$ cat config.mk
export PLATFORM = sky130hd
export DESIGN_NAME = smar_regs
export DESIGN_NICKNAME = d
export VERILOG_FILES = /design/src/rtl/smar_regs.v
export VERILOG_INCLUDE_DIRS = /design/src /design/src/rtl
export SDC_FILE = /design/constraint.sdc
export NUM_CORES = 1
export LEC_CHECK = 0
export BUFFER_PORTS_ARGS = -buffer_cell sky130_fd_sc_hd__buf_2
export CAP_MARGIN = 25
export CELL_PAD_IN_SITES_DETAIL_PLACEMENT = 1
export CELL_PAD_IN_SITES_GLOBAL_PLACEMENT = 1
export CORE_MARGIN = 4
export CORE_UTILIZATION = 50
export CTS_CLUSTER_SIZE = 40
export DETAILED_ROUTE_END_ITERATION = 12
export GPL_TIMING_DRIVEN = 0
export PLACE_DENSITY_LB_ADDON = 0.12
export SETUP_SLACK_MARGIN = 0.4
export SLEW_MARGIN = 10
export SYNTH_ARGS = -nofsm -noshare
export SYNTH_HDL_FRONTEND = slang
export SYNTH_SLANG_ARGS = --single-unit
$ cat constraint.sdc
create_clock -name CLK_IN -period 6.17 [get_ports CLK_IN]
set_input_delay 0.617 -clock CLK_IN [delete_from_list [all_inputs] [get_ports CLK_IN]]
set_output_delay 0.617 -clock CLK_IN [all_outputs]
set_load 0.03 [all_outputs]
$ cat src/rtl/smar_defs.vh
// Purpose: constants for the gauge mode and alarm register block
// Assumes: 125 MHz core clock, 8 ns period
// Notes: times in ms are counted on a 1 ms tick
`ifndef SMAR_DEFS_VH
`define SMAR_DEFS_VH
`define SMAR_CLK_PERIOD_NS 8
`define SMAR_TICK_NS 1000000
`define SMAR_TICK_CYC (`SMAR_TICK_NS / `SMAR_CLK_PERIOD_NS)
`define SMAR_BUSOFF_MS 2000
`define SMAR_BUSOFF_TICKS 12'h7D1
`define SMAR_BUSON_MS 1
`define SMAR_HOLD_MS 16'hEA60
`define SMAR_SPACE_MS 10000
`define SMAR_SPACE_TICKS 14'h2711
`define SMAR_RELEARN_CYCLES 5'h14
`define SMAR_SLAVE_ADDR 7'h0B
`define SMAR_CMD_VENDOR 8'h00
`define SMAR_CMD_CAP_THR 8'h01
`define SMAR_CMD_TIME_THR 8'h02
`define SMAR_CMD_MODE 8'h03
`define SMAR_VC_PART_ID 16'h0001
`define SMAR_VC_FW_REV 16'h0002
`define SMAR_VC_EDV 16'h0003
`define SMAR_VC_SEAL 16'h062B
`define SMAR_MODE_RELEARN 7
`define SMAR_MODE_CTRL_EN 8
`define SMAR_MODE_PRIMARY 9
`define SMAR_MODE_ALARM_DIS 13
`define SMAR_MODE_CHG_DIS 14
`define SMAR_MODE_UNITS 15
`define SMAR_PART_ID_VAL 16'h5A5A
`define SMAR_FW_REV_VAL 16'h0100
`endif

$ cat src/rtl/smar_regs.v
// Purpose: bus slave with vendor, threshold and mode registers, bus off/on sensing
// Assumes: open-drain bus pins sampled by the 125 MHz core clock
// Notes: read word and write word without packet error code
`include "smar_defs.vh"

module smar_regs #(
    parameter TICK_CYCLES = `SMAR_TICK_CYC
) (
    input wire CLK_IN,
    input wire RST_N_IN,
    input wire BUS_CLOCK_PIN_IN,
    input wire BUS_DATA_PIN_IN,
    output wire BUS_DATA_PIN_OUT,
    output wire BUS_DATA_PIN_OE_OUT,
    input wire [15:0] CAP_THR_FLASH_IN,
    input wire [15:0] TIME_THR_FLASH_IN,
    input wire [15:0] END_DISCHARGE_LEVEL_IN,
    input wire [15:0] CHARGE_LEFT_VALUE_IN,
    input wire [15:0] MEAN_MINUTES_LEFT_IN,
    input wire CYCLE_COUNT_PULSE_IN,
    input wire FULL_CAPACITY_UPDATE_IN,
    input wire LEARN_DONE_IN,
    input wire SLEEP_IN,
    output reg BUS_OFF_OUT,
    output reg SEALED_OUT,
    output reg ALARM_SEND_OUT,
    output reg ALARM_CAP_FLAG_OUT,
    output reg ALARM_TIME_FLAG_OUT,
    output reg CHARGE_REQ_EN_OUT,
    output reg UNITS_POWER_OUT,
    output reg RECOMPUTE_OUT
);
    localparam ST_IDLE = 3'h0;
    localparam ST_RX = 3'h1;
    localparam ST_ACK = 3'h2;
    localparam ST_TX = 3'h3;
    localparam ST_ACKIN = 3'h4;

    function alarm_hit;
        input [15:0] value;
        input [15:0] thr;
        begin
            alarm_hit = (thr != 16'h0000) && (value < thr);
        end
    endfunction

    function mapped;
        input [7:0] cmd;
        begin
            mapped = (cmd == `SMAR_CMD_VENDOR) || (cmd == `SMAR_CMD_CAP_THR) ||
                (cmd == `SMAR_CMD_TIME_THR) || (cmd == `SMAR_CMD_MODE);
        end
    endfunction

    reg scl_m_reg, scl_s_reg, scl_d_reg;
    reg sda_m_reg, sda_s_reg, sda_d_reg;
    reg [2:0] st_reg;
    reg [1:0] idx_reg;
    reg [3:0] bit_reg;
    reg [7:0] shf_reg;
    reg [7:0] cmd_reg;
    reg [7:0] lo_reg;
    reg rw_reg;
    reg ack_got_reg;
    reg oe_reg;
    reg [15:0] rd_reg;
    reg [15:0] vendor_reg;
    reg [15:0] cap_thr_reg;
    reg [15:0] time_thr_reg;
    reg alarm_dis_reg, chg_dis_reg, units_reg, relearn_reg;
    reg [4:0] cyc_reg;
    reg init_done_reg;
    reg sleep_d_reg;
    reg [16:0] pre_reg;
    reg tick_reg;
    reg [11:0] off_cnt_reg;
    reg [15:0] hold_reg;
    reg [13:0] space_reg;

    wire scl_rise = scl_s_reg & ~scl_d_reg;
    wire scl_fall = ~scl_s_reg & scl_d_reg;
    wire start_ev = scl_s_reg & scl_d_reg & ~sda_s_reg & sda_d_reg;
    wire stop_ev = scl_s_reg & scl_d_reg & sda_s_reg & ~sda_d_reg;
    wire byte_end = scl_fall && (st_reg == ST_RX) && (bit_reg == 4'h8);
    wire [15:0] wr_word = {shf_reg, lo_reg};
    wire wr_commit = byte_end && (idx_reg == 2'h3) && !rw_reg;
    wire mode_wr = wr_commit && (cmd_reg == `SMAR_CMD_MODE);
    wire sleep_entry = SLEEP_IN & ~sleep_d_reg;
    wire cap_hit = alarm_hit(CHARGE_LEFT_VALUE_IN, cap_thr_reg);
    wire time_hit = alarm_hit(MEAN_MINUTES_LEFT_IN, time_thr_reg);
    wire [15:0] mode_word = {units_reg, chg_dis_reg, alarm_dis_reg, 5'h00, relearn_reg, 7'h00};
    wire units_next = mode_wr ? wr_word[`SMAR_MODE_UNITS] : (sleep_entry ? 1'b0 : units_reg);

    assign BUS_DATA_PIN_OUT = 1'b0;
    assign BUS_DATA_PIN_OE_OUT = oe_reg;

    // pin synchronisers and edge history
    always @(posedge CLK_IN or negedge RST_N_IN) begin
        if (!RST_N_IN) begin
            scl_m_reg <= 1'b1;
            scl_s_reg <= 1'b1;
            scl_d_reg <= 1'b1;
            sda_m_reg <= 1'b1;
            sda_s_reg <= 1'b1;
            sda_d_reg <= 1'b1;
        end else begin
            scl_m_reg <= BUS_CLOCK_PIN_IN;
            scl_s_reg <= scl_m_reg;
            scl_d_reg <= scl_s_reg;
            sda_m_reg <= BUS_DATA_PIN_IN;
            sda_s_reg <= sda_m_reg;
            sda_d_reg <= sda_s_reg;
        end
    end

    // millisecond tick and bus off sensing
    always @(posedge CLK_IN or negedge RST_N_IN) begin
        if (!RST_N_IN) begin
            pre_reg <= 17'h00000;
            tick_reg <= 1'b0;
            off_cnt_reg <= 12'h000;
            BUS_OFF_OUT <= 1'b0;
        end else begin
            tick_reg <= (pre_reg == TICK_CYCLES - 1);
            pre_reg <= (pre_reg == TICK_CYCLES - 1) ? 17'h00000 : pre_reg + 17'h00001;
            if (scl_s_reg | sda_s_reg) begin
                off_cnt_reg <= 12'h000;
                BUS_OFF_OUT <= 1'b0;
            end else if (tick_reg && off_cnt_reg != `SMAR_BUSOFF_TICKS) begin
                off_cnt_reg <= off_cnt_reg + 12'h001;
            end else if (off_cnt_reg == `SMAR_BUSOFF_TICKS) begin
                BUS_OFF_OUT <= 1'b1;
            end
        end
    end

    // bus slave protocol engine
    always @(posedge CLK_IN or negedge RST_N_IN) begin
        if (!RST_N_IN) begin
            st_reg <= ST_IDLE;
            idx_reg <= 2'h0;
            bit_reg <= 4'h0;
            shf_reg <= 8'h00;
            cmd_reg <= 8'h00;
            lo_reg <= 8'h00;
            rw_reg <= 1'b0;
            ack_got_reg <= 1'b0;
            oe_reg <= 1'b0;
            rd_reg <= 16'h0000;
        end else if (start_ev) begin
            st_reg <= ST_RX;
            idx_reg <= 2'h0;
            bit_reg <= 4'h0;
            oe_reg <= 1'b0;
        end else if (stop_ev || BUS_OFF_OUT) begin
            st_reg <= ST_IDLE;
            oe_reg <= 1'b0;
        end else begin
            case (st_reg)
                ST_RX: begin
                    if (scl_rise && bit_reg != 4'h8) begin
                        shf_reg <= {shf_reg[6:0], sda_s_reg};
                        bit_reg <= bit_reg + 4'h1;
                    end else if (byte_end) begin
                        bit_reg <= 4'h0;
                        st_reg <= ST_ACK;
                        oe_reg <= 1'b1;
                        case (idx_reg)
                            2'h0: begin
                                if (shf_reg[7:1] != `SMAR_SLAVE_ADDR) begin
                                    st_reg <= ST_IDLE;
                                    oe_reg <= 1'b0;
                                end
                                rw_reg <= shf_reg[0];
                                case (cmd_reg)
                                    `SMAR_CMD_VENDOR: rd_reg <= vendor_reg;
                                    `SMAR_CMD_CAP_THR: rd_reg <= cap_thr_reg;
                                    `SMAR_CMD_TIME_THR: rd_reg <= time_thr_reg;
                                    default: rd_reg <= mode_word;
                                endcase
                            end
                            2'h1: begin
                                cmd_reg <= shf_reg;
                                if (!mapped(shf_reg)) begin
                                    st_reg <= ST_IDLE;
                                    oe_reg <= 1'b0;
                                end
                            end
                            2'h2: lo_reg <= shf_reg;
                            default: lo_reg <= lo_reg;
                        endcase
                    end
                end
                ST_ACK: begin
                    if (scl_fall) begin
                        if (rw_reg && idx_reg == 2'h0) begin
                            st_reg <= ST_TX;
                            idx_reg <= 2'h2;
                            shf_reg <= rd_reg[7:0];
                            oe_reg <= ~rd_reg[7];
                            bit_reg <= 4'h0;
                        end else begin
                            oe_reg <= 1'b0;
                            st_reg <= (idx_reg == 2'h3) ? ST_IDLE : ST_RX;
                            idx_reg <= idx_reg + 2'h1;
                        end
                    end
                end
                ST_TX: begin
                    if (scl_rise) begin
                        bit_reg <= bit_reg + 4'h1;
                    end else if (scl_fall) begin
                        if (bit_reg == 4'h8) begin
                            oe_reg <= 1'b0;
                            st_reg <= ST_ACKIN;
                        end else begin
                            shf_reg <= {shf_reg[6:0], 1'b0};
                            oe_reg <= ~shf_reg[6];
                        end
                    end
                end
                ST_ACKIN: begin
                    if (scl_rise) begin
                        ack_got_reg <= ~sda_s_reg;
                    end else if (scl_fall) begin
                        if (ack_got_reg && idx_reg == 2'h2) begin
                            st_reg <= ST_TX;
                            idx_reg <= 2'h3;
                            shf_reg <= rd_reg[15:8];
                            oe_reg <= ~rd_reg[15];
                            bit_reg <= 4'h0;
                        end else begin
                            st_reg <= ST_IDLE;
                        end
                    end
                end
                default: st_reg <= ST_IDLE;
            endcase
        end
    end

    // register file and mode control
    always @(posedge CLK_IN or negedge RST_N_IN) begin
        if (!RST_N_IN) begin
            vendor_reg <= 16'h0000;
            cap_thr_reg <= 16'h0000;
            time_thr_reg <= 16'h0000;
            init_done_reg <= 1'b0;
            SEALED_OUT <= 1'b0;
            alarm_dis_reg <= 1'b0;
            chg_dis_reg <= 1'b0;
            units_reg <= 1'b0;
            relearn_reg <= 1'b1;
            cyc_reg <= 5'h00;
            sleep_d_reg <= 1'b0;
            hold_reg <= 16'h0000;
            RECOMPUTE_OUT <= 1'b0;
        end else begin
            sleep_d_reg <= SLEEP_IN;
            init_done_reg <= 1'b1;
            if (!init_done_reg) begin
                cap_thr_reg <= CAP_THR_FLASH_IN;
                time_thr_reg <= TIME_THR_FLASH_IN;
            end else if (wr_commit && cmd_reg == `SMAR_CMD_CAP_THR) begin
                cap_thr_reg <= wr_word;
            end else if (wr_commit && cmd_reg == `SMAR_CMD_TIME_THR) begin
                time_thr_reg <= wr_word;
            end
            if (wr_commit && cmd_reg == `SMAR_CMD_VENDOR) begin
                case (wr_word)
                    `SMAR_VC_PART_ID: vendor_reg <= `SMAR_PART_ID_VAL;
                    `SMAR_VC_FW_REV: vendor_reg <= `SMAR_FW_REV_VAL;
                    `SMAR_VC_EDV: vendor_reg <= END_DISCHARGE_LEVEL_IN;
                    `SMAR_VC_SEAL: begin
                        SEALED_OUT <= 1'b1;
                        vendor_reg <= 16'h0000;
                    end
                    default: vendor_reg <= wr_word;
                endcase
            end
            // bits 0-6, 8-12 have no storage at all
            if (mode_wr) begin
                alarm_dis_reg <= wr_word[`SMAR_MODE_ALARM_DIS];
                chg_dis_reg <= wr_word[`SMAR_MODE_CHG_DIS];
                hold_reg <= `SMAR_HOLD_MS;
            end else if (sleep_entry) begin
                alarm_dis_reg <= 1'b0;
                chg_dis_reg <= 1'b0;
            end else if (tick_reg && hold_reg != 16'h0000) begin
                hold_reg <= hold_reg - 16'h0001;
                if (hold_reg == 16'h0001) begin
                    alarm_dis_reg <= 1'b0;
                end
            end
            units_reg <= units_next;
            RECOMPUTE_OUT <= units_next ^ units_reg;
            if (FULL_CAPACITY_UPDATE_IN) begin
                cyc_reg <= 5'h00;
            end else if (CYCLE_COUNT_PULSE_IN && cyc_reg != `SMAR_RELEARN_CYCLES) begin
                cyc_reg <= cyc_reg + 5'h01;
            end
            if (cyc_reg == `SMAR_RELEARN_CYCLES) begin
                relearn_reg <= 1'b1;
            end else if (LEARN_DONE_IN) begin
                relearn_reg <= 1'b0;
            end
        end
    end

    // alarm broadcast scheduling
    always @(posedge CLK_IN or negedge RST_N_IN) begin
        if (!RST_N_IN) begin
            space_reg <= 14'h0000;
            ALARM_SEND_OUT <= 1'b0;
            ALARM_CAP_FLAG_OUT <= 1'b0;
            ALARM_TIME_FLAG_OUT <= 1'b0;
            CHARGE_REQ_EN_OUT <= 1'b0;
            UNITS_POWER_OUT <= 1'b0;
        end else begin
            CHARGE_REQ_EN_OUT <= ~chg_dis_reg;
            UNITS_POWER_OUT <= units_reg;
            ALARM_SEND_OUT <= 1'b0;
            if (space_reg != 14'h0000) begin
                if (tick_reg) begin
                    space_reg <= space_reg - 14'h0001;
                end
            end else if ((cap_hit | time_hit) && !alarm_dis_reg) begin
                ALARM_SEND_OUT <= 1'b1;
                ALARM_CAP_FLAG_OUT <= cap_hit;
                ALARM_TIME_FLAG_OUT <= time_hit;
                space_reg <= `SMAR_SPACE_TICKS;
            end
        end
    end
endmodule

Word level (Yosys, flattened, before mapping)
Index checks and enable logic that the tools add are counted.
{ "word_totals": {"out_inout_bits": 10, "regBits": 185, "wordCells": 284} }
{ "classes": {"reduce_logical": 59, "n_mux": 95, "bitwise": 24, "n_eq_ne": 58, "magnitude_cmp": 2, "add_sub_neg": 7} }
{ "op_table": {"columns": ["op", "n"], "rows": [
  ["16-bit 2-to-1 mux", 8],
  ["8-bit 2-to-1 mux", 9],
  ["16-bit case mux with 4 select lines", 1],
  ["16-bit case mux with 3 select lines", 1],
  ["16-bit nonzero test", 3],
  ["14-bit 2-to-1 mux", 3],
  ["4-bit 2-to-1 mux", 10],
  ["4-bit inequality test, second input constant", 9],
  ["16-bit by 1-bit equality test with 1-bit output, second input constant", 2],
  ["16-bit by 2-bit equality test with 1-bit output, second input constant", 2],
  ["8-bit by 2-bit equality test with 1-bit output, second input constant", 4],
  ["16-bit less-than comparator", 2],
  ["8-bit case mux with 4 select lines", 1],
  ["1-bit 2-to-1 mux", 30],
  ["3-bit 2-to-1 mux", 10],
  ["2-bit inequality test, second input constant", 13],
  ["12-bit 2-to-1 mux", 2],
  ["6-bit AND reduction", 4],
  ["2-bit 2-to-1 mux", 11],
  ["3-bit inequality test, second input constant", 6],
  ["9-bit AND reduction", 2],
  ["17-bit by 1-bit adder with 17-bit output, second input constant", 1],
  ["17-bit equality test, second input constant", 1],
  ["1-bit logical AND", 17],
  ["46 further kinds", 93]
]} }

Logic depth before layout (Yosys ltp)
Gate-level depths: netlist of the first run.
{ "depth": {"ltp_word": 11, "ltp_mapped": 10, "ltp_nobuf": 9} }

Worst setup path before layout of the first run
Ideal clock, no wire load.
{ "synth_timing": {"kind": "input -> register", "from": "in CHARGE_LEFT_VALUE_IN[11]", "to": "reg space_reg[7]", "path_buffers": 1, "t_arrival_ns": 2.517, "slack_ns": 3.519, "cell_stages": 9, "t_required_ns": 6.036, "cell_sequence": "ha_1 and3_1 a221oi_1 o41ai_1 a211oi_1 and3b_1 buf_6 o41ai_1 o21ai_1"} }
{ "synth_via": {"elab_chain_len": 6} }
{ "synth_lines": {"columns": ["item", "line_no", "rtl"], "rows": [
  ["start: declaration", "smar_regs.v:18", "input wire [15:0] CHARGE_LEFT_VALUE_IN,"],
  ["16-bit less-than comparator", "smar_regs.v:43", "alarm_hit = (thr != 16'h0000) && (value < thr);"],
  ["1-bit logical AND", "smar_regs.v:43", null],
  ["1-bit bitwise OR", "smar_regs.v:327", "end else if ((cap_hit | time_hit) && !alarm_dis_reg) begin"],
  ["1-bit logical AND", "smar_regs.v:327", null],
  ["2-bit nonzero test (no line)", null, null],
  ["2-bit AND reduction (no line)", null, null],
  ["end signal: assignment", "smar_regs.v:325", "space_reg <= space_reg - 14'h0001;"],
  ["end signal: assignment", "smar_regs.v:331", "space_reg <= `SMAR_SPACE_TICKS;"],
  ["end: declaration", "smar_regs.v:78", "reg [13:0] space_reg;"]
]} }
Every way passes these cells.
A chain may end at the register's enable or synchronous reset.

Final worst setup path of the first run
{ "layout_timing": {"from": "reg space_reg[0]", "to": "reg space_reg[7]"} }
{ "layout_via": {"elab_chain_len": 3} }
{ "layout_lines": {"columns": ["item", "line_no", "rtl"], "rows": [
  ["14-bit by 1-bit subtractor with 14-bit output or 14-bit nonzero test (tied branches)", "smar_regs.v:325, smar_regs.v:323", null],
  ["14-bit 2-to-1 mux, or another cell as far along", "smar_regs.v:324", "if (tick_reg) begin"],
  ["14-bit 2-to-1 mux or 2-bit AND reduction (tied branches)", null, null]
]} }
Several ways; a longest one is shown, not always the timed one. The select of a mux whose other input is x is not followed.

==> results of run 1 <==
worst max-delay path by stage:
stage                              from                  endpoint  slack (ns)
2_1_floorplan  CHARGE_LEFT_VALUE_IN[11]  space_reg[7]$_DFFE_PN0P_        3.52
3_3_place_gp                   RST_N_IN     pre_reg[10]$_DFF_PN0_        1.38
3_5_place_dp   CHARGE_LEFT_VALUE_IN[11]  space_reg[7]$_DFFE_PN0P_        2.83
4_1_cts        space_reg[0]$_DFFE_PN0P_  space_reg[7]$_DFFE_PN0P_        2.84
5_1_grt        space_reg[0]$_DFFE_PN0P_  space_reg[7]$_DFFE_PN0P_        2.62
6_report       space_reg[0]$_DFFE_PN0P_  space_reg[7]$_DFFE_PN0P_        2.85
cell usage after synthesis, drive strengths merged (3+ instances only):
cell	number
nand4	21
nor3b	5
nand2b	12
or3	10
inv	56
xor2	26
o41ai	3
o21a	3
nor2	121
nand3	35
nand3b	3
o311ai	3
nor2b	10
a21oi	82
o22ai	14
nand4b	4
a21o	10
dfstp	7
a211oi	8
o31ai	14
o22a	6
o221ai	8
a31oi	13
nor4	19
nand2	99
and2	5
o21ai	53
or3b	3
xnor2	20
dfrtp	178
nor3	18
mux2	17
clkbuf	34
or2	5
or4	6
ha	45
and3	7
mux2i	48
buf	17
metal layers:
layer	GRT usage [%]	vias up
met1	35.1	4363
met5	0	-
li1	-	4049
met3	4.27	48
met4	7.69	0
met2	45.1	199
cells by family after synthesis:
family	count (synthesis)	synth area share (%)
compound gates	236	14.5
buf+inv	107	4.49
flops	185	45.9
simple gates	389	18.8
other cells	2	0.0743
xor+xnor	46	3.99
mux	65	6.65
fa+ha+maj	45	5.57
power groups by stage:
| stage | Sequential [mW] | Combinational [mW] | Clock [mW] |
|---|---|---|---|
| 3_5_place_dp | 1.33 | 0.474 | 0 |
| 2_1_floorplan | 1.32 | 0.279 | 0 |
| 5_1_grt | 1.32 | 0.530 | 1.18 |
| 6_report | 1.31 | 0.478 | 1.11 |
| 4_1_cts | 1.31 | 0.476 | 1.12 |
| 3_3_place_gp | 1.33 | 0.457 | 0 |
layout make-up:
class                   instances  area, um^2  area share, %
clock buffers                  18         439           3.80
multi-input cells             783        5020           43.4
repair buffers                 97         518           4.48
well taps                     265         332           2.87
flip-flops and latches        185        4640           40.1
plain buffers                  51         244           2.11
clock inverters                14         156           1.35
inverters                      56         210           1.82
==> qor.csv, run 1 <==
metric,value,unit
post-route cell area,0.0116,mm^2
HPWL reported at the end of detailed placement,21.1,mm
CTS Hold Buffers Added,0,
setup_tns,0,ns
internal power,1.98,mW
Routed Antenna Nets,0,
Sw Ratio,31.6,%
startpoint types,flop,
crit path cell chain,inv_1 -> ha_1 -> nor4b_1 -> nand2_1 -> or4b_1 -> a211oi_1 -> and3b_1 -> buf_6 -> o41ai_1 -> o21ai_1,
family with the most delay on the worst path,simple AND/OR/NAND/NOR gates,
Nets,1324,
gr usage total,26.5,%
largest cells by area after synthesis,"dfrtp_1 (44%), ha_1 (5.6%), mux2i_1 (4.8%), nor2_1 (4.5%), a21oi_1 (4.0%)",
crit path DAT,3.63,ns
Seq pwr share,45.3,%
top_reg_cell synth,dfrtp_1,
first-pass GRT wire length,47.4,mm
worst hold margin,0.196,ns
DR pass1 iterations,5,
leakage,5.04,nW
Worst EP required,6.49,ns
part of the power in the clock network,38.2,%
routed wl met2,14.2,mm
core area,0.0197,mm^2
met1 WL,12.9,mm
dpl ws,2.83,ns
largest net degree at the start of global routing,98,
"most common cell after layout, fill and taps aside",dfrtp_1,
Switch Pwr,0.915,mW
Final Max Tran Viols,0,
P&R area growth vs syn,14.3,%
logic gate share of total power,16.5,%
"Cell Count, Final, Fillers Out",1469,
die area,0.0226,mm^2
CTS resizes,0,
top cell type's share of synthesized area,44.1,%
Yosys warnings,0,
wire per inst,19.8,um
layout cells sized above 1,15.1,%
Pwr Density,251,mW/mm^2
ys async rst share,100,%
diode count,0,
"Max FO, Critical Path",10,
Yosys top cell by area,dfrtp_1,
number of max-cap violations,0,
uppermost layer routed,met4,
Post-synth EDFFs,0,
routability cong.,0.920,
I/O Pins,98,
CTS tree,built,
vias in the first global route,9205,
TritonCTS Buffers,17,
clock root buffer,clkbuf_16,
fin crit share,53.7,%
DRC errors left,0,
CP max stage cell,or4b_1,
Least-Margin Pin Slew,0.888,ns
Util after Layout,58.8,%
cell depth of the worst flop-to-flop path,10,
met3 wire length,1.20,mm
max reg flops,17,
final hold vios,0,
fin worst setup slack,2.85,ns
most frequent cells in the layout,"dfrtp_1 (178), nor2_1 (121), buf_2 (101)",
Yosys reg bits,185,
critical path type,reg -> reg,
RSZ-0062 raised after global routing,no,
Synth cell types,74,
site row count,51,
Initial Utilization,51.4,%
cell depth of the worst setup path,10,
PortBufs,96,
Peak VDD IR,0.213,mV
total power draw,2.90,mW
worst reg2reg path startpoint,space_reg[0]$_DFFE_PN0P_,
Die H,150,um
clk_skew,0.0133,ns
clock-pin slew on the worst setup and hold paths,0.08,ns
drt first-iter violations,476,
initial antenna violation count,0,
Placed Instances,1437,
CP bufs+invs,2,
Cells after Synth,1075,
min cycle time layout,3.32,ns
Slew headroom,40.3,%
gr ovfl total,0,
placed inst area,0.0110,mm^2
Max Fclk,302,MHz
"Seq/Total Area, Yosys",45.9,%
depth of the CTS H-tree,4,
status,"complete, no violations",
drt total wl,29.0,mm
# Post-CTS Setup Buffers,0,
syn_area_per_cell,9.40,um^2
Clock Latency Late Sink,0.45,ns
Fill cells,2372,
max incr delay on CP,0.61,ns
CTS sink cnt,185,
Synth Cell Area,0.0101,mm^2
die width,150,um
crit path capture type,flop,
Setup Viol. Count Final,0,
CTS max path bufs,2,
Mapped Nets,1208,
Crit Reg-Reg Endpoint,space_reg[7]$_DFFE_PN0P_,
reg2reg setup slack,2.85,ns
total number of vias,8659,
Hold Path Class,in -> async,
number of vias per cell,5.89,
Power figures use the tool's default switching activity.
==> run 2, diff against run 1 <==
--- a/config.mk
+++ b/config.mk
@@ -11,7 +11,7 @@
 export CELL_PAD_IN_SITES_DETAIL_PLACEMENT = 1
 export CELL_PAD_IN_SITES_GLOBAL_PLACEMENT = 1
 export CORE_MARGIN = 4
-export CORE_UTILIZATION = 50
+export CORE_UTILIZATION = 42
 export CTS_CLUSTER_SIZE = 40
 export DETAILED_ROUTE_END_ITERATION = 12
 export GPL_TIMING_DRIVEN = 0
==> constraint.sdc (replaced) <==
create_clock -name CLK_IN -period 3 [get_ports CLK_IN]
set_input_delay 0.3 -clock CLK_IN [delete_from_list [all_inputs] [get_ports CLK_IN]]
set_output_delay 0.3 -clock CLK_IN [all_outputs]
set_load 0.03 [all_outputs]
==> run 2 against run 1 <==
  * Via count shrank 0.43%
  * Clock power grew 120%
  * Critical path depth is 1 lower
==> qor.csv, run 2 (synthesis gave the netlist of run 1 again) <==
metric,value,unit
Slew headroom,43.2,%
Sw Ratio,32.1,%
Nets,1361,
DR pass1 iterations,5,
die area,0.0266,mm^2
Worst EP required,3.32,ns
Least-Margin Pin Slew,0.844,ns
RSZ-0062 raised after global routing,yes,
core area,0.0235,mm^2
die width,163,um
most frequent cells in the layout,"dfrtp_1 (175), nor2_1 (119), buf_2 (98)",
CTS sink cnt,185,
Peak VDD IR,0.247,mV
Switch Pwr,1.99,mW
drt first-iter violations,454,
first-pass GRT wire length,48.2,mm
fin crit share,94.7,%
P&R area growth vs syn,21.5,%
part of the power in the clock network,39.7,%
crit path DAT,3.16,ns
leakage,5.40,nW
Util after Layout,52.2,%
I/O Pins,98,
CTS max path bufs,2,
largest net degree at the start of global routing,105,
clk_skew,0.0156,ns
TritonCTS Buffers,17,
worst reg2reg path startpoint,space_reg[7]$_DFFE_PN0P_,
total number of vias,8622,
Pwr Density,506,mW/mm^2
Final Max Tran Viols,0,
depth of the CTS H-tree,4,
initial antenna violation count,0,
Setup crit start,space_reg[7]$_DFFE_PN0P_,
setup_tns,0,ns
PortBufs,96,
number of max-cap violations,0,
site row count,56,
number of vias per cell,5.53,
internal power,4.22,mW
worst setup path endpoint,space_reg[7]$_DFFE_PN0P_,
"Max FO, Critical Path",7,
CTS tree,built,
reg2reg setup slack,0.16,ns
Routed Antenna Nets,0,
max reg flops,17,
clock-pin slew on the worst setup and hold paths,0.09,ns
layout cells sized above 1,20.5,%
cell depth of the worst flop-to-flop path,9,
Hold Path Class,in -> reg,
Seq pwr share,43.5,%
crit path capture type,flop,
min cycle time layout,2.84,ns
final hold vios,0,
diode count,0,
clock root buffer,clkbuf_16,
gr ovfl total,0,
HPWL reported at the end of detailed placement,21.0,mm
"most common cell after layout, fill and taps aside",dfrtp_1,
status,"complete, no violations",
Crit Reg-Reg Endpoint,space_reg[7]$_DFFE_PN0P_,
vias in the first global route,9091,
gr usage total,22.7,%
Setup Viol. Count Final,0,
wire per inst,18.9,um
routability cong.,0.878,
DRC errors left,0,
Clock Latency Late Sink,0.44,ns
logic gate share of total power,16.9,%
Die H,163,um
drt total wl,29.6,mm
startpoint types,flop,
Fill cells,2737,
Initial Utilization,42.9,%
Max Fclk,352,MHz
critical path type,reg -> reg,
-- run 2: changes by cell type in the layout (fill, tap and decap cells not counted), moves of 4 or more --
cell           before  now
buf_4               3   30
dlygate4sd3_1       0    5
o21ai_0            51   47
nor4_1             17   13
clkbuf_2            0    7
clkbuf_1           34   28
inv_8               4    0
inv_12              0    4
-- run 2: worst min-delay path by stage --
stage	startpoint	to	slack (ns)	depth (start not counted)
after floorplan	RST_N_IN	ALARM_CAP_FLAG_OUT$_DFFE_PN0P_	0.004	0
after global placement	sda_m_reg$_DFF_PN1_	sda_s_reg$_DFF_PN1_	0.35	0
after detailed placement	sda_m_reg$_DFF_PN1_	sda_s_reg$_DFF_PN1_	0.35	0
after CTS	FULL_CAPACITY_UPDATE_IN	cyc_reg[1]$_DFFE_PN0P_	0.05	2
after global routing	FULL_CAPACITY_UPDATE_IN	cyc_reg[1]$_DFFE_PN0P_	0.06	2
final	FULL_CAPACITY_UPDATE_IN	cyc_reg[1]$_DFFE_PN0P_	0.06	2
-- run 2: what timing repair did --
item / 4_1_cts / 5_1_grt
endpoints found under the setup margin: 70 / 78
hold endpoints to repair: 105 / 0
gates resized for setup: 41 / 32
cloned: 0 / 1
buffers inserted: 17 / 14
pin swaps: 10 / 13
hold buffers: 5 / 0
-- run 2: area by class of cell --
cell class / instances / area, um^2 / area share [%]
Multi-Input combinational cell: 783 / 5240 / 42.7
Sequential cell: 185 / 4640 / 37.8
Timing Repair Buffer: 134 / 846 / 6.88
Clock buffer: 17 / 425 / 3.46
Tap cell: 319 / 399 / 3.25
Buffer: 51 / 284 / 2.31
Clock inverter: 15 / 235 / 1.91
Inverter: 56 / 210 / 1.71
-- run 2: through the flow --
step | worst slack (ns) | hold WS, ns | instance area, um^2 | total power [mW] | instances
floorplan | 0.415 | 0.00441 | 10100 | 3.29 | 1075
global placement | -1.55 | 0.347 | 11000 | 3.70 | 1490
detailed placement | -0.325 | 0.348 | 11000 | 3.73 | 1491
CTS | 0.182 | 0.0525 | 12000 | 6.22 | 1545
global route | 0.0598 | 0.0587 | 12300 | 6.52 | 1560
finish | 0.160 | 0.0629 | 12300 | 6.21 | 1560
-- run 2: critical path: stages, from the launching register on --
cell,delay (ns)
dfrtp_1,0.50
nor4b_4,0.32
nand2_2,0.10
or4b_4,0.53
buf_12,0.15
a211oi_4,0.31
and3b_2,0.26
buf_6,0.14
o41ai_4,0.27
o21ai_1,0.12
-- run 2: layer usage --
layer / share of wire (%) / GRT usage (%) / vias to the layer above
met5: 0 / 0 / -
met1: 46 / 31.0 / 4331
li1: - / - / 4129
met4: 1.7 / 5.68 / 0
met3: 3.0 / 3.31 / 33
met2: 49 / 38.3 / 129
-- run 2: power by group through the flow --
| stage | clock network [mW] | logic, mW | registers [mW] |
|---|---|---|---|
| after floorplan | 0 | 0.574 | 2.71 |
| after global placement | 0 | 0.956 | 2.74 |
| after detailed placement | 0 | 0.980 | 2.75 |
| after CTS | 2.51 | 1.01 | 2.70 |
| after global routing | 2.62 | 1.18 | 2.72 |
| final | 2.46 | 1.05 | 2.70 |
==> run 3, diff against run 2 <==
--- a/config.mk
+++ b/config.mk
@@ -10,6 +10,7 @@
 export CAP_MARGIN = 25
 export CELL_PAD_IN_SITES_DETAIL_PLACEMENT = 1
 export CELL_PAD_IN_SITES_GLOBAL_PLACEMENT = 1
+export CORE_ASPECT_RATIO = 2
 export CORE_MARGIN = 4
 export CORE_UTILIZATION = 42
 export CTS_CLUSTER_SIZE = 40
==> run 3 against run 2 <==
  * Clock skew decreased by 0.0073 ns
  * Sequential share of layout area increased by 0.31 points
  * Global-route usage increased by 1.3 points
  * Flip-flop and latch count unchanged
  * Die area increased by 0.57%
  * Register-to-register slack improved by 0.24 ns
  * Clock-buffer cell count increased by 5
  * Maximum frequency increased by 9.1%
  * Clock power decreased by 4%
  * First-iteration DRC count decreased by 33%
  * Combinational power about the same
  * Critical path depth increased by 1
  * Critical path type unchanged
  * Highest routed layer unchanged
==> qor.csv, run 3 (synthesis gave the netlist of run 1 again) <==
metric,value,unit
crit path capture type,flop,
TritonCTS Buffers,17,
family with the most delay on the worst path,simple AND/OR/NAND/NOR gates,
fin worst setup slack,0.398,ns
depth of the CTS H-tree,4,
Fill cells,2765,
I/O Pins,98,
worst setup path endpoint,space_reg[7]$_DFFE_PN0P_,
diode count,0,
most used routing layer,met2,
met3 Resource Use GR,3.26,%
routability cong.,0.862,
Hold Path Class,in -> reg,
drt first-iter violations,302,
PortBufs,96,
Crit Reg-Reg Endpoint,space_reg[7]$_DFFE_PN0P_,
Die H,227,um
clock-pin slew on the worst setup and hold paths,0.07,ns
P&R area growth vs syn,20.6,%
"Max FO, Critical Path",5,
gr ovfl total,0,
max incr delay on CP,0.54,ns
Util after Layout,51.2,%
HPWL reported at the end of detailed placement,23.7,mm
grt met2 use,48.7,%
Initial Utilization,42.4,%
CTS tree,built,
min cycle time layout,2.60,ns
DRC errors left,0,
vias in the first global route,9331,
CP max stage cell,or4b_4,
leakage,5.38,nW
"most common cell after layout, fill and taps aside",dfrtp_1,
CTS max path bufs,2,
DR pass1 iterations,4,
setup_tns,0,ns
Worst Min Path Start,FULL_CAPACITY_UPDATE_IN,
CP bufs+invs,2,
Worst EP required,3.33,ns
core area,0.0238,mm^2
cell depth of the worst flop-to-flop path,10,
dpl ws,-0.241,ns
RSZ-0062 raised after global routing,yes,
layout cells sized above 1,20.8,%
critical path type,reg -> reg,
total number of vias,8665,
gr usage total,24.0,%
Max Fclk,384,MHz
startpoint types,flop,
die area,0.0268,mm^2
Routed Antenna Nets,0,
crit path DAT,2.93,ns
Pwr Density,505,mW/mm^2
CTS sink cnt,185,
initial antenna violation count,0,
Setup crit start,space_reg[0]$_DFFE_PN0P_,
fin crit share,86.7,%
largest net degree at the start of global routing,100,
Final Max Tran Viols,0,
reg2reg setup slack,0.40,ns
crit path cell chain,inv_2 -> ha_4 -> nor4b_4 -> nand2_2 -> or4b_4 -> a2111o_1 -> and3b_2 -> buf_6 -> o41ai_2 -> o21ai_1,
Slew headroom,41.3,%
Peak VDD IR,0.332,mV
clock root buffer,clkbuf_16,
first-pass GRT wire length,50.1,mm
status,"complete, no violations",
die width,118,um
met1 usage,24.0,%
max reg flops,17,
Nets,1359,
wire per inst,20.7,um
site row count,80,
number of max-cap violations,0,
drt total wl,31.6,mm
final hold vios,0,
clk_skew,0.00835,ns
worst reg2reg path startpoint,space_reg[0]$_DFFE_PN0P_,
Least-Margin Pin Slew,0.873,ns
Clock Latency Late Sink,0.45,ns
most frequent cells in the layout,"dfrtp_1 (173), nor2_1 (119), buf_2 (100)",
Setup Viol. Count Final,0,
number of vias per cell,5.68,
cell depth of the worst setup path,10,
-- run 3: layout make-up --
cell class	instances	area (um^2)	share of cell area (%)
plain buffers	51	278	2.28
inverters	56	210	1.72
repair buffers	132	826	6.77
well taps	287	359	2.95
clock inverters	10	140	1.15
flip-flops and latches	185	4640	38.1
clock buffers	22	464	3.81
multi-input cells	783	5270	43.2
-- run 3: per-stage QoR --
step                instance area, um^2  hold WS [ns]  std cells  power (mW)
floorplan                         10100       0.00441       1075        3.29
global placement                  10900         0.346       1458        3.75
detailed placement                11000         0.347       1459        3.78
CTS                               11900        0.0424       1511        6.19
global route                      12200        0.0817       1526        6.45
finish                            12200        0.0678       1526        6.16
-- run 3: power by group --
part / switching [mW] / internal [mW] / total, mW
sequential: 0.102 / 2.61 / 2.71
combinational: 0.715 / 0.363 / 1.08
clock: 1.01 / 1.36 / 2.37
-- run 3: worst min-delay path by stage --
stage | slack (ns) | endpoint | cells after the start
2_1_floorplan | 0.004 | ALARM_CAP_FLAG_OUT$_DFFE_PN0P_ | 0
3_3_place_gp | 0.35 | sda_s_reg$_DFF_PN1_ | 0
3_5_place_dp | 0.35 | sda_s_reg$_DFF_PN1_ | 0
4_1_cts | 0.04 | cyc_reg[1]$_DFFE_PN0P_ | 2
5_1_grt | 0.08 | cyc_reg[1]$_DFFE_PN0P_ | 2
6_report | 0.07 | cyc_reg[1]$_DFFE_PN0P_ | 2
-- run 3: routing by layer --
layer | up-vias | wire length (um)
met2 | 141 | 18400
met5 | - | 0
met3 | 58 | 767
met1 | 4353 | 11300
met4 | 0 | 1190
li1 | 4113 | -
-- run 3: repair_timing --
item                                   CTS  global route
cloned                                   1             1
buffers inserted                        14            14
setup endpoints to repair               77            71
gates resized for setup                 37            50
pin swaps                                7            14
hold buffers                             5             0
endpoints found under the hold margin   84             0
